**config.mk**
```make
export PLATFORM = sky130hd
export DESIGN_NAME = src_system_reset_controller
export DESIGN_NICKNAME = d
export VERILOG_FILES = /design/src/inc/src_pkg.sv /design/src/verilog/src_system_reset_controller.sv
export SDC_FILE = /design/constraint.sdc
export NUM_CORES = 1
export LEC_CHECK = 0
export BUFFER_PORTS_ARGS = -buffer_cell sky130_fd_sc_hd__buf_2
export CORE_MARGIN = 2
export CORE_UTILIZATION = 31
export DETAILED_ROUTE_END_ITERATION = 10
export PLACE_DENSITY_LB_ADDON = 0.1
export SLEW_MARGIN = 10
export SYNTH_ARGS = -nofsm -noshare
export SYNTH_HDL_FRONTEND = slang
export SYNTH_SLANG_ARGS = --single-unit
```
**constraint.sdc**
```tcl
create_clock -name core_clk -period 5 [get_ports core_clk]
set_clock_uncertainty 0.15 [all_clocks]
set_input_delay 0.5 -clock core_clk [delete_from_list [all_inputs] [get_ports core_clk]]
set_output_delay 0.5 -clock core_clk [all_outputs]
set_load 0.05 [all_outputs]
```
**src/inc/src_pkg.sv**
```systemverilog
// package for the system reset controller: source codes, defaults, timing
package src_pkg;

  // number of reset request sources
  localparam int SRC_NUM_SRC = 8;

  // source bit positions inside the request vector
  localparam int SRC_BIT_POR = 0;
  localparam int SRC_BIT_PIN = 1;
  localparam int SRC_BIT_CMP = 2;
  localparam int SRC_BIT_SW = 3;
  localparam int SRC_BIT_VMON = 4;
  localparam int SRC_BIT_WDT = 5;
  localparam int SRC_BIT_MCD = 6;
  localparam int SRC_BIT_FLASH = 7;

  // port defaults
  localparam int SRC_PORT_W = 8;
  localparam logic [SRC_PORT_W-1:0] SRC_PORT_LATCH_RST = 8'hFF;

  // restart state
  localparam logic [15:0] SRC_RESET_VECTOR = 16'h0000;
  localparam logic SRC_CLKSEL_INTOSC = 1'b0;

  // minimum time the reset state holds after the last request drops
  localparam int SRC_HOLD_NS = 200;
  localparam int SRC_CLK_PERIOD_NS = 100;
  localparam int SRC_HOLD_CYC = (SRC_HOLD_NS + SRC_CLK_PERIOD_NS - 1)
                                / SRC_CLK_PERIOD_NS;
  localparam int SRC_CNT_W = 4;

  typedef enum logic [1:0] {
    SRC_ST_RUN,
    SRC_ST_RESET,
    SRC_ST_HOLD
  } src_state_e;

  // grouped port control outputs
  typedef struct packed {
    logic [SRC_PORT_W-1:0] latch;
    logic openDrain;
    logic weakPullup;
  } src_port_ctl_s;

  // whole state of the controller
  typedef struct packed {
    src_state_e state;
    logic [SRC_CNT_W-1:0] holdCnt;
    logic [SRC_NUM_SRC-1:0] cause;
    logic pwrRelated;
    logic coreHalt;
    logic regInit;
    logic regInitPor;
    logic intTmrOff;
    logic pinDriveLow;
    logic retainHold;
    logic [15:0] pc;
    logic clkSel;
    logic wdtEnable;
    src_port_ctl_s portCtl;
  } src_state_s;

endpackage : src_pkg

```
**src/verilog/src_system_reset_controller.sv**
```systemverilog
// system reset controller: merges eight reset requests into one reset state
// Operation
// - While in reset the core is halted and runs no instructions.
// - Reset entry initialises module registers, power-on-only bits only on power-on.
// - During reset the port pins are forced to a known state.
// - Reset entry disables all interrupts and timers.
// - No reset touches data memory contents.
// - Port latches reset to 1, open-drain, weak pull-ups on during and after reset.
// - With retention on, ports, DACs and reference hold through non power-on resets.
// - For supply-monitor and power-on resets the reset pin is driven low until exit.
// - On exit the program counter clears and the clock returns to the internal oscillator.
// - On exit the watchdog is enabled and fetch starts at address 0x0000.
// - Any of the eight sources enters the reset state.
`timescale 1ns/1ns
`default_nettype none
module src_system_reset_controller
  import src_pkg::*;
#(
  parameter int HOLD_CYC = SRC_HOLD_CYC
) (
  input wire logic core_clk,
  input wire logic reset,
  input wire logic [SRC_NUM_SRC-1:0] resetReq,
  input wire logic retainEn,
  input wire logic ext_reset_pin_n_in,
  output logic ext_reset_pin_n_out,
  output logic ext_reset_pin_n_oe,
  output logic coreHalt,
  output logic regInit,
  output logic regInitPor,
  output logic intTmrDisable,
  output logic retainHold,
  output logic [SRC_PORT_W-1:0] portLatch,
  output logic portOpenDrain,
  output logic portWeakPullup,
  output logic [15:0] pcLoad,
  output logic clkSel,
  output logic wdtEnable,
  output logic [SRC_NUM_SRC-1:0] resetCause
);

  src_state_s st_r;
  src_state_s st_nxt;
  logic [SRC_NUM_SRC-1:0] reqAll;

  // pin level folds in as the external source; a driven-low pin we drive
  // ourselves must not re-trigger reset, so it is masked while we drive
  function automatic logic [SRC_NUM_SRC-1:0] mergeReq(
    input logic [SRC_NUM_SRC-1:0] req,
    input logic pinN,
    input logic selfDrive
  );
    logic [SRC_NUM_SRC-1:0] m;
    m = req;
    m[SRC_BIT_PIN] = req[SRC_BIT_PIN] | (~pinN & ~selfDrive);
    return m;
  endfunction : mergeReq

  always_comb begin
    reqAll = mergeReq(resetReq, ext_reset_pin_n_in, st_r.pinDriveLow);
    st_nxt = st_r;
    case (st_r.state)
      SRC_ST_RUN: begin
        if (|reqAll) begin
          st_nxt.state = SRC_ST_RESET;
          st_nxt.cause = reqAll;
          st_nxt.pwrRelated = reqAll[SRC_BIT_POR] | reqAll[SRC_BIT_VMON];
          st_nxt.coreHalt = 1'b1;
          st_nxt.regInit = 1'b1;
          st_nxt.regInitPor = reqAll[SRC_BIT_POR];
          st_nxt.intTmrOff = 1'b1;
          st_nxt.pinDriveLow = reqAll[SRC_BIT_POR] | reqAll[SRC_BIT_VMON];
          st_nxt.retainHold = retainEn & ~reqAll[SRC_BIT_POR];
          if (!(retainEn && !reqAll[SRC_BIT_POR])) begin
            st_nxt.portCtl.latch = SRC_PORT_LATCH_RST;
            st_nxt.portCtl.openDrain = 1'b1;
            st_nxt.portCtl.weakPullup = 1'b1;
          end
        end
      end
      SRC_ST_RESET: begin
        // later sources are accumulated so a power-on during reset still wins
        st_nxt.cause = st_r.cause | reqAll;
        if (reqAll[SRC_BIT_POR]) begin
          st_nxt.regInitPor = 1'b1;
          st_nxt.retainHold = 1'b0;
          st_nxt.portCtl.latch = SRC_PORT_LATCH_RST;
          st_nxt.portCtl.openDrain = 1'b1;
          st_nxt.portCtl.weakPullup = 1'b1;
        end
        if (reqAll[SRC_BIT_POR] | reqAll[SRC_BIT_VMON]) begin
          st_nxt.pinDriveLow = 1'b1;
        end
        if (~|reqAll) begin
          st_nxt.state = SRC_ST_HOLD;
          st_nxt.holdCnt = SRC_CNT_W'(HOLD_CYC);
        end
      end
      SRC_ST_HOLD: begin
        if (|reqAll) begin
          st_nxt.state = SRC_ST_RESET;
          st_nxt.cause = st_r.cause | reqAll;
          // a power-on landing in the hold must act now, not a cycle later
          if (reqAll[SRC_BIT_POR]) begin
            st_nxt.regInitPor = 1'b1;
            st_nxt.retainHold = 1'b0;
            st_nxt.portCtl.latch = SRC_PORT_LATCH_RST;
            st_nxt.portCtl.openDrain = 1'b1;
            st_nxt.portCtl.weakPullup = 1'b1;
          end
          if (reqAll[SRC_BIT_POR] | reqAll[SRC_BIT_VMON]) begin
            st_nxt.pinDriveLow = 1'b1;
          end
        end else if (st_r.holdCnt <= SRC_CNT_W'(1)) begin
          st_nxt.state = SRC_ST_RUN;
          st_nxt.coreHalt = 1'b0;
          st_nxt.regInit = 1'b0;
          st_nxt.regInitPor = 1'b0;
          st_nxt.intTmrOff = 1'b0;
          st_nxt.pinDriveLow = 1'b0;
          st_nxt.pc = SRC_RESET_VECTOR;
          st_nxt.clkSel = SRC_CLKSEL_INTOSC;
          st_nxt.wdtEnable = 1'b1;
        end else begin
          st_nxt.holdCnt = st_r.holdCnt - SRC_CNT_W'(1);
        end
      end
      default: begin
        st_nxt.state = SRC_ST_RESET;
      end
    endcase
  end

  // the controller's own reset acts as a power-on: everything defaults
  always_ff @(posedge core_clk) begin
    if (reset) begin
      st_r.state <= SRC_ST_HOLD;
      st_r.holdCnt <= SRC_CNT_W'(HOLD_CYC);
      st_r.cause <= SRC_NUM_SRC'(1) << SRC_BIT_POR;
      st_r.pwrRelated <= 1'b1;
      st_r.coreHalt <= 1'b1;
      st_r.regInit <= 1'b1;
      st_r.regInitPor <= 1'b1;
      st_r.intTmrOff <= 1'b1;
      st_r.pinDriveLow <= 1'b1;
      st_r.retainHold <= 1'b0;
      st_r.pc <= SRC_RESET_VECTOR;
      st_r.clkSel <= SRC_CLKSEL_INTOSC;
      st_r.wdtEnable <= 1'b1;
      st_r.portCtl.latch <= SRC_PORT_LATCH_RST;
      st_r.portCtl.openDrain <= 1'b1;
      st_r.portCtl.weakPullup <= 1'b1;
    end else begin
      st_r <= st_nxt;
    end
  end

  // data memory has no reset path from here at all: nothing clears it
  assign coreHalt = st_r.coreHalt;
  assign regInit = st_r.regInit;
  assign regInitPor = st_r.regInitPor;
  assign intTmrDisable = st_r.intTmrOff;
  assign retainHold = st_r.retainHold;
  assign portLatch = st_r.portCtl.latch;
  assign portOpenDrain = st_r.portCtl.openDrain;
  assign portWeakPullup = st_r.portCtl.weakPullup;
  assign pcLoad = st_r.pc;
  assign clkSel = st_r.clkSel;
  assign wdtEnable = st_r.wdtEnable;
  assign resetCause = st_r.cause;
  // open-drain: only ever drives low
  assign ext_reset_pin_n_out = 1'b0;
  assign ext_reset_pin_n_oe = st_r.pinDriveLow;

  chk_req_enters_reset: assert property (
    @(posedge core_clk) disable iff (reset)
    (st_r.state == SRC_ST_RUN && |reqAll) |=> coreHalt && regInit)
    else $error("reset request did not enter reset");

  chk_halt_while_req: assert property (
    @(posedge core_clk) disable iff (reset)
    (|resetReq) |=> coreHalt)
    else $error("core ran while a reset request was present");

  chk_por_pin_low: assert property (
    @(posedge core_clk) disable iff (reset)
    resetReq[SRC_BIT_POR] |=> ext_reset_pin_n_oe throughout coreHalt[*2])
    else $error("reset pin not driven low for power reset");

  chk_pin_released: assert property (
    @(posedge core_clk) disable iff (reset)
    $fell(coreHalt) |-> !ext_reset_pin_n_oe)
    else $error("reset pin still driven after exit");

  chk_release_time: assert property (
    @(posedge core_clk) disable iff (reset)
    (st_r.state == SRC_ST_RESET && reqAll == '0) ##1 (reqAll == '0)[*2]
    |-> ##1 !coreHalt)
    else $error("reset not released after last request");

  chk_exit_defaults: assert property (
    @(posedge core_clk) disable iff (reset)
    $fell(coreHalt) |-> pcLoad == SRC_RESET_VECTOR
                        && clkSel == SRC_CLKSEL_INTOSC && wdtEnable)
    else $error("restart defaults wrong on exit");

  chk_port_default: assert property (
    @(posedge core_clk) disable iff (reset)
    (st_r.state == SRC_ST_RUN && !retainEn && |reqAll) |=>
      portLatch == SRC_PORT_LATCH_RST && portOpenDrain && portWeakPullup)
    else $error("port defaults not applied");

  chk_retain_por: assert property (
    @(posedge core_clk) disable iff (reset)
    reqAll[SRC_BIT_POR] |=> !retainHold && regInitPor)
    else $error("retention kept through power-on reset");

  chk_cause_kept: assert property (
    @(posedge core_clk) disable iff (reset)
    (st_r.state == SRC_ST_RUN && |reqAll) |=> (resetCause == $past(reqAll)))
    else $error("reset cause not recorded");

  chk_int_off: assert property (
    @(posedge core_clk) disable iff (reset)
    coreHalt |-> intTmrDisable)
    else $error("interrupts enabled during reset");

  chk_halt_not_run: assert property (
    @(posedge core_clk) disable iff (reset)
    (st_r.state != SRC_ST_RUN) |-> coreHalt)
    else $error("core not halted outside run state");

  chk_run_no_halt: assert property (
    @(posedge core_clk) disable iff (reset)
    (st_r.state == SRC_ST_RUN) |-> !coreHalt)
    else $error("core halted in run state");

  chk_init_in_reset: assert property (
    @(posedge core_clk) disable iff (reset)
    coreHalt |-> regInit)
    else $error("register init missing during reset");

  chk_por_init: assert property (
    @(posedge core_clk) disable iff (reset)
    (st_r.state == SRC_ST_RUN && reqAll[SRC_BIT_POR]) |=> regInitPor)
    else $error("power-on bits not initialised");

  chk_nonpor_keep: assert property (
    @(posedge core_clk) disable iff (reset)
    (st_r.state == SRC_ST_RUN && |reqAll && !reqAll[SRC_BIT_POR])
    |=> !regInitPor)
    else $error("power-on bits cleared by other reset");

  chk_port_known: assert property (
    @(posedge core_clk) disable iff (reset)
    (coreHalt && !retainHold) |-> portLatch == SRC_PORT_LATCH_RST)
    else $error("port latch not in known state");

  chk_int_entry: assert property (
    @(posedge core_clk) disable iff (reset)
    (st_r.state == SRC_ST_RUN && |reqAll) |=> intTmrDisable)
    else $error("interrupts not disabled on entry");

  chk_retain_entry: assert property (
    @(posedge core_clk) disable iff (reset)
    (st_r.state == SRC_ST_RUN && |reqAll && retainEn
     && !reqAll[SRC_BIT_POR]) |=> retainHold)
    else $error("retention not held through reset");

  chk_vmon_pin_low: assert property (
    @(posedge core_clk) disable iff (reset)
    (st_r.state == SRC_ST_RUN && reqAll[SRC_BIT_VMON])
    |=> ext_reset_pin_n_oe)
    else $error("reset pin not driven for supply reset");

  chk_pin_power_only: assert property (
    @(posedge core_clk) disable iff (reset)
    ext_reset_pin_n_oe |->
      (resetCause[SRC_BIT_POR] || resetCause[SRC_BIT_VMON]))
    else $error("reset pin driven for non-power reset");

  chk_self_drive_masked: assert property (
    @(posedge core_clk) disable iff (reset)
    (st_r.state == SRC_ST_RESET && ext_reset_pin_n_oe && resetReq == '0)
    |=> st_r.state == SRC_ST_HOLD)
    else $error("own pin drive held the reset");

  chk_exit_clean: assert property (
    @(posedge core_clk) disable iff (reset)
    $fell(coreHalt) |-> !intTmrDisable && !regInit)
    else $error("init or disable left on after exit");

  chk_hold_reenter: assert property (
    @(posedge core_clk) disable iff (reset)
    (st_r.state == SRC_ST_HOLD && |reqAll) |=> st_r.state == SRC_ST_RESET)
    else $error("request in hold did not re-enter reset");

  chk_no_early_exit: assert property (
    @(posedge core_clk) disable iff (reset)
    (|reqAll) |=> coreHalt ##1 coreHalt)
    else $error("reset released too early");

  chk_cause_set: assert property (
    @(posedge core_clk) disable iff (reset)
    coreHalt |-> resetCause != '0)
    else $error("reset cause empty during reset");

  chk_cause_stable: assert property (
    @(posedge core_clk) disable iff (reset)
    (st_r.state == SRC_ST_RUN && reqAll == '0) |=> $stable(resetCause))
    else $error("reset cause changed while running");

  chk_wdt_on_run: assert property (
    @(posedge core_clk) disable iff (reset)
    !coreHalt |-> wdtEnable)
    else $error("watchdog off after reset");

  chk_clk_on_run: assert property (
    @(posedge core_clk) disable iff (reset)
    !coreHalt |-> clkSel == SRC_CLKSEL_INTOSC)
    else $error("clock not internal after reset");

endmodule : src_system_reset_controller
`default_nettype wire

```
# --- Word-level counts from Yosys, hierarchy flattened ---
# Index checks and enable logic that the tools add are counted.
totals:
  regBits: 31
  inputBits: 12
  output_inout_bits: 43
  wordCells: 76
classes:
  add_sub_neg: 1
  n_lt_le_gt_ge: 1
  n_eq_ne: 10
  mux: 29
  n_bitwise: 8
  n_reduce_logical: 14
op_table:
  columns: ["cell", "count"]
  rows:
  - ["10-bit 2-to-1 mux", 4]
  - ["10-bit one-hot mux with 3 select lines", 1]
  - ["8-bit one-hot mux with 3 select lines", 1]
  - ["15-bit 2-to-1 mux", 1]
  - ["2-bit inequality test, second input constant", 7]
  - ["2-bit one-hot mux with 3 select lines", 2]
  - ["4-bit AND reduction", 3]
  - ["3-bit AND reduction", 3]
  - ["2-bit 2-to-1 mux", 4]
  - ["4-bit 2-to-1 mux", 2]
  - ["8-bit 2-to-1 mux", 1]
  - ["8-bit OR", 1]
  - ["4-bit one-hot mux with 2 select lines", 1]
  - ["8-bit OR reduction", 1]
  - ["1-bit 2-to-1 mux", 7]
  - ["6-bit 2-to-1 mux", 1]
  - ["5-bit 2-to-1 mux", 1]
  - ["4-bit by 1-bit <= comparator with 1-bit output, second input constant", 1]
  - ["2-bit one-hot mux with 2 select lines", 1]
  - ["2-bit nonzero test", 2]
  - ["4-bit by 1-bit subtractor with 4-bit output, second input constant", 1]
  - ["3-bit inequality test, second input constant", 1]
  - ["1-bit NOT", 3]
  - ["1-bit one-hot mux with 3 select lines", 1]
  - ["other kinds (10)", 12]

# --- Longest topological paths before layout ---
# Gate-level depths: netlist (run 1).
depth:
  word_depth: 6
  ltp_mapped: 7
  mapped_depth_nobuf: 6

# --- Least setup slack after synthesis (run 1) ---
# OpenSTA, ideal clock, no wires.
synth_timing:
  path_type: "input port to flip-flop"
  start: "input port resetReq[3]"
  end: "register st_r[45] (netlist name)"
  arrival_time_ps: 1669
  required_ps: 4730
  path_slack_ps: 3060
  path_stages: 4
  path_cell_list: "or4_4 or4_4 o211ai_2 o21ai_1"
synth_via:
  elab_chain_cells: 3
synth_rtl:
  columns: ["item", "line_no", "source"]
  rows:
  - ["start: declaration", "src_system_reset_controller.sv:23", "input wire logic [SRC_NUM_SRC-1:0] resetReq,"]
  - ["8-bit OR reduction (*)", "src_system_reset_controller.sv:94, src_system_reset_controller.sv:100", null]
  - ["2-bit inequality test (no source line)", null, null]
  - ["4-bit AND reduction (no source line) (*)", null, null]
  - ["end signal: assignment", "src_system_reset_controller.sv:154", "st_r <= st_nxt;"]
  - ["end: declaration", "src_system_reset_controller.sv:42", "src_state_s st_r;"]
# Every way passes the cells marked *; elsewhere a longest branch is shown, timed or not.
# A chain may end at the register's enable or synchronous reset.

# --- Worst setup path after layout (run 1) ---
layout_timing:
  start: "input port resetReq[3]"
  end: "register retainHold (netlist name)"
layout_via:
  elab_chain_cells: 3
layout_rtl:
  columns: ["item", "line_no"]
  rows:
  - ["8-bit OR reduction (*)", "src_system_reset_controller.sv:64, src_system_reset_controller.sv:100"]
  - ["2-bit inequality test (no source line)", null]
  - ["3-bit AND reduction (no source line) (*)", null]
# Marks and branches as above.

==> results of run 1 <==
layer usage:
layer  wire [um]  vias to the layer above  share of wire, %  GRT usage, %
li1            -                      516                 -             -
met1        1346                      477                47         16.91
met2        1406                       27                49         18.39
met3          87                        4               3.0        0.9740
met4          47                        0               1.6         6.127
met5           0                        -                 0             0
stage by stage:
| stage | std cells | instance area, um^2 | setup slack, ns | hold slack [ns] | power [uW] |
|---|---|---|---|---|---|
| CTS | 218 | 1333 | 2.928 | 0.3276 | 439.3 |
| detailed placement | 214 | 1277 | 2.644 | 0.3042 | 313.1 |
| floorplan | 182 | 1399 | 3.060 | 0.2937 | 312.6 |
| global route | 218 | 1333 | 2.802 | 0.3508 | 457.2 |
| global placement | 214 | 1277 | 2.664 | 0.3064 | 313.2 |
| finish | 218 | 1333 | 2.900 | 0.3227 | 434.4 |
state kept, by name (all words and copies together) (netlist names):
| signal | cells |
|---|---|
| ext_reset_pin_n_oe | 1 |
| coreHalt | 1 |
| retainHold | 1 |
| resetCause | 8 |
| st_r | 6 |
| regInitPor | 1 |
cells in the final DEF (no fill, tap or decap), types with 2 or more instances in the layout:
| cell type | count |
|---|---|
| conb_1 | 29 |
| buf_2 | 25 |
| dfxtp_1 | 18 |
| inv_1 | 10 |
| nor2_1 | 9 |
| a22o_1 | 7 |
| a21oi_1 | 6 |
| ha_1 | 5 |
| nor3_1 | 4 |
| nand3_1 | 4 |
| o31ai_1 | 4 |
| clkbuf_8 | 4 |
| nand2_1 | 3 |
| o21ai_1 | 3 |
| a41oi_1 | 3 |
| o311ai_1 | 3 |
| nand2b_1 | 2 |
| and2_1 | 2 |
| or3_1 | 2 |
| o21bai_1 | 2 |
| or4_4 | 2 |
| nor4_1 | 2 |
| o21a_1 | 2 |
| o21ai_0 | 2 |
layout make-up:
class | instances | area share (%)
clock buffer | 4 | 4.131
inverter | 10 | 2.817
multi-input combinational | 111 | 51.92
sequential | 18 | 27.04
tap | 50 | 4.695
timing repair buffer | 25 | 9.390
worst max-delay path: cells and delay by family:
kind / cells / cell delay (ns)
buffers and inverters: 1 / 0.12
AND/OR/NAND/NOR: 2 / 1.11
AO/OA/AOI/OAI: 2 / 0.38
cell usage after synthesis (4+ instances only):
| master | count | share of area, % |
|---|---|---|
| dfxtp_1 | 18 | 28 |
| nor2_1 | 9 | 2.6 |
| a22o_1 | 7 | 4.7 |
| buf_4 | 39 | 23 |
| nand3_1 | 4 | 1.5 |
| o31ai_1 | 4 | 2.3 |
| nor3_1 | 4 | 1.5 |
| inv_1 | 10 | 2.9 |
| ha_1 | 5 | 4.8 |
| a21oi_1 | 6 | 2.3 |
kinds of logic (layout without fill, tap and decap cells):
kind of cell,count (synthesis),count (layout)
AOI/OAI and AO/OA,42,42
buffers and inverters,53,39
adders and majority gates,5,5
and+or+nand+nor,35,35
other,2,29
DFF,18,18
path summary, 6_finish.rpt:
path	start	end	slack [ns]	cells after the start
max	resetReq[3]	retainHold	2.90	5
min	resetCause[6]	resetCause[6]	0.32	1
max reg2reg	st_r[47]	st_r[45]	2.94	6
min reg2reg	resetCause[6]	resetCause[6]	0.32	1
power breakdown:
group          switching [uW]  internal [uW]
combinational             118           30.3
sequential               7.93            154
clock                    53.6           70.1
==> flow_summary_export.csv, run 1 <==
group,metric,value,unit
outcome,status,"finished clean",
clock_network,cts-hold-fix-buffers,0,
placed_design,place_congestion,0.7510,
worst_setup_path,arrival,2.10,ns
min_path,hold_class,"flip-flop to flip-flop",
layout,multi_input_area,691.9,um^2
layout,num_antenna_cells,0,
worst_setup_path,path_max_fanout,11,
sta,setup_viol,0,
flow_run,maxCapViolations,0,
worst_setup_path,critPathCaptureType,"flip-flop",
floorplan,initial_core_util,32.44,%
synth,syn_area,0.001297,mm^2
clock_network,post_cts_buffers,0,
synth,synth_fa_ha_area_share,4.822,%
global_routing,grt_pass1_vias,870,
global_routing,grt_max_degree,13,
drt,wl_per_cell,13.24,um
drt,vias,1024,
clock_network,cts_max_level,1,
floorplan,die_w,68.70,um
layout,n_fill_cell,437,
floorplan,rows,23,
worst_setup_path,cp_slowest_stage_delay,0.57,ns
global_routing,grt_usage,12.06,%
layout,layout-drive-gt1-share,20.83,%
floorplan,fp.dieH,68.70,um
global_routing,gr-total-overflow,0,
sta,worst_pin_slew,0.7291,ns
worst_setup_path,crit_path_start_kind,"input port",
clock_network,cts_tree,"yes",
clock_network,cts.sinks,18,
global_routing,grt_pass1_wl,4202,um
sta,hold_viol,0,
synth,ys_seq_area_share,27.77,%
synth,synth_top_family_by_area,"buffers and inverters",
floorplan,core-area,0.004000,mm^2
synth,async_flop_share,0,%
synth,synth_compound_area_share,25.07,%
floorplan,io_pins,55,
floorplan,dieArea,0.004719,mm^2
sta,rsz0062_at_grt,"false",
sta,relSlewSlack,51.13,%
worst_setup_path,cp_cell_sequence,"buf_2, or4_4, nor3_2, a41oi_1, o221a_2",
clock_network,clock_latency,0.26,ns
layout,layout.nets,186,
synth,synth_seq_cells,18,
pwr,power.density_cell_area,326.0,mW/mm^2
sta,max_freq,476.2,MHz
clock_network,path_clk_slew,0.07,ns
drt,drt_iter0_markers,13,
clock_network,cts-resized-gates,0,
worst_setup_path,cp_data_required_time,5.00,ns
sta,period_needed,2.100,ns
drt,drt_pass1_iterations,4,
sta,slew_viol_final,0,
synth,synth_cell_types,40,
synth,synthSimpleGateAreaFrac,15.04,%
layout,seq_area,360.3,um^2
pwr,leakagePower,0.0006168,uW
synth,syn_inst,155,
drt,drcViolationCount,0,
pwr,peakVddDrop,0.1204,mV
layout,area_growth,2.700,%
sta,post-route-period-util,42.00,%
clock_network,cts_buffer_depth,2,
drt,avgViaCountPerCell,4.697,
clock_network,cts-buffers-inserted,3,
clock_network,cts.root.buffer_cell,"clkbuf_8",
layout,finish.utilization,33.31,%
synth,synth-xor-area-share,0,%
drt,wirelength,2887,um
synth,synth_edf_count,0,
worst_setup_path,crit_type,"input port to flip-flop",
worst_setup_path,crit_slowest_cell,"nor3_2",
synth,synthMuxAreaShare,0,%
synth,yosysWarnings,0,
sta,tns,0,ns
placed_design,io_buffers,25,
drt,ant_nets,0,
placed_design,hpwl,2224,um
global_routing,antenna_found_initial,0,
synth,synth_ff_type,"dfxtp_1",
synth,avgSynthCellArea,8.371,um^2
Power figures use the tool's default switching activity.
==> inputs of run 2 (changes only) <==
==> constraint.sdc (replaced) <==
create_clock -name core_clk -period 1.8 [get_ports core_clk]
set_clock_uncertainty 0.15 [all_clocks]
set_input_delay 0.18 -clock core_clk [delete_from_list [all_inputs] [get_ports core_clk]]
set_output_delay 0.18 -clock core_clk [all_outputs]
set_load 0.05 [all_outputs]
==> run 2 against run 1 <==
Compared with the run above: combinational power increased to 3.0 times the previous value; sequential cell count unchanged; sequential share of layout area shrank 2.1 points; critical path depth grew 1; die area stayed put; global-route usage up 1.2 points; total power grew to 2.9 times the previous value; sequential power grew to 2.8 times the previous value; first-iteration DRC count grew to 2.7 times the previous value; setup slack worse by 2.8 ns; clock power rose to 2.8 times the previous value.
==> flow_summary_export.csv, run 2 (same netlist as run 1, synthesis figures left out) <==
group,metric,value,unit
global_routing,antenna_found_initial,0,
layout,finish.utilization,36.57,%
pwr,leakagePower,0.0006780,uW
floorplan,fp.dieH,68.70,um
drt,vias,1091,
worst_setup_path,cp_cell_sequence,"inv_2, ha_2, nor2_1, or4_4, o211ai_2, o21ai_1",
global_routing,gr-total-overflow,0,
drt,m1WireLength,1424,um
drt,drt_pass1_iterations,4,
clock_network,cts-buffers-inserted,3,
clock_network,cts.sinks,18,
drt,ant_nets,0,
drt,drt_iter0_markers,35,
layout,final_area,0.001463,mm^2
drt,wl_met3,136,um
global_routing,grt_pass1_wl,4657,um
floorplan,core-area,0.004000,mm^2
global_routing,grt_max_degree,13,
layout,largest_reg_flops,8,
drt,drcViolationCount,0,
drt,top_layer,"met4",
drt,avgViaCountPerCell,4.723,
drt,wl_per_cell,13.11,um
clock_network,cts.root.buffer_cell,"clkbuf_8",
clock_network,clock_latency,0.26,ns
worst_setup_path,cp_slowest_stage_delay,0.54,ns
clock_network,cts_buffer_depth,2,
placed_design,place_area,0.001376,mm^2
worst_setup_path,arrival,1.74,ns
sta,hold_viol,0,
placed_design,hpwl,2359,um
layout,area_growth,12.73,%
clock_network,post_cts_buffers,0,
floorplan,io_pins,55,
worst_setup_path,crit_path_start_kind,"flip-flop",
sta,post-route-period-util,96.83,%
sta,rsz0062_at_grt,"true",
floorplan,die_w,68.70,um
placed_design,io_buffers,25,
global_routing,grt_pass1_vias,992,
layout,num_antenna_cells,0,
flow_run,maxCapViolations,0,
drt,routed-wl-met2,1433,um
layout,n_fill_cell,428,
sta,max_freq,573.8,MHz
worst_setup_path,crit_slowest_cell,"or4_4",
layout,layout_commonest_cell,"conb_1",
layout,layout.nets,199,
sta,slew_viol_final,0,
sta,setup_viol,0,
outcome,status,"finished clean",
clock_network,cts_tree,"yes",
clock_network,path_clk_slew,0.07,ns
worst_setup_path,crit_type,"flip-flop to flip-flop",
clock_network,cts_max_level,1,
pwr,peakVddDrop,0.3642,mV
min_path,hold_class,"input port to flip-flop",
layout,final_cell_mix,"conb_1, buf_2, dfxtp_1, buf_4, nor2_1",
floorplan,initial_core_util,32.44,%
drt,wirelength,3028,um
pwr,power.density_cell_area,852.7,mW/mm^2
sta,period_needed,1.743,ns
worst_setup_path,path_max_fanout,4,
floorplan,rows,23,
global_routing,grt_usage,13.29,%
sta,tns,0,ns
worst_setup_path,critPathCaptureType,"flip-flop",
placed_design,place_congestion,0.7767,
layout,layout-drive-gt1-share,31.49,%
worst_setup_path,cp_data_required_time,1.80,ns
floorplan,dieArea,0.004719,mm^2
run 2: changes by cell type in the layout (fill, tap and decap cells not counted), sizes merged:
cell	previous run	this run
buf	25	38
run 2: metal layers:
metal | vias up | GRT usage, %
li1 | 542 | -
met1 | 510 | 18.34
met2 | 37 | 20.31
met3 | 2 | 1.623
met4 | 0 | 6.618
met5 | - | 0
run 2: final timing paths:
kind	from	to	slack [ns]	cells past startpoint
min	resetReq[6]	resetCause[6]	0.02	2
max reg2reg	st_r[48]	st_r[45]	0.06	6
min reg2reg	resetCause[2]	resetCause[2]	0.33	1
max	st_r[48]	st_r[45]	0.06	6
run 2: power by group:
part | switching (uW) | total, uW | internal, uW
clock network | 148 | 343 | 195
logic | 338 | 453 | 115
registers | 21.5 | 451 | 429
total | 508 | 1250 | 739
run 2: critical path: cells and delay by family (launching register included):
family                   cells  cell delay (ns)
flip-flops                   1             0.36
buffers and inverters        1             0.10
AND/OR/NAND/NOR              2             0.60
adder cells (fa/ha/maj)      1             0.19
AO/OA/AOI/OAI                2             0.25
run 2: layout make-up:
type	count	area (um^2)	area share, %
multi-input combinational	111	720.7	49.27
tap	50	62.56	4.277
timing repair buffer	38	222.7	15.23
sequential	18	364.1	24.89
inverter	10	37.54	2.566
clock buffer	4	55.05	3.764
run 2: stage by stage:
step                power (uW)  std cells  hold WS (ns)  setup WS [ns]
finish                    1247        231       0.01879        0.05714
detailed placement       897.9        227        0.2856      -0.004675
global route              1308        231       0.02058       -0.01213
global placement         898.5        227        0.2769        0.01761
floorplan                870.5        182        0.1629       0.004137
CTS                       1244        231      0.008014       0.005010
run 2: what timing repair did:
action	CTS	global route
hold buffers	0	0
resized for setup	1	8
setup endpoints to repair	1	14
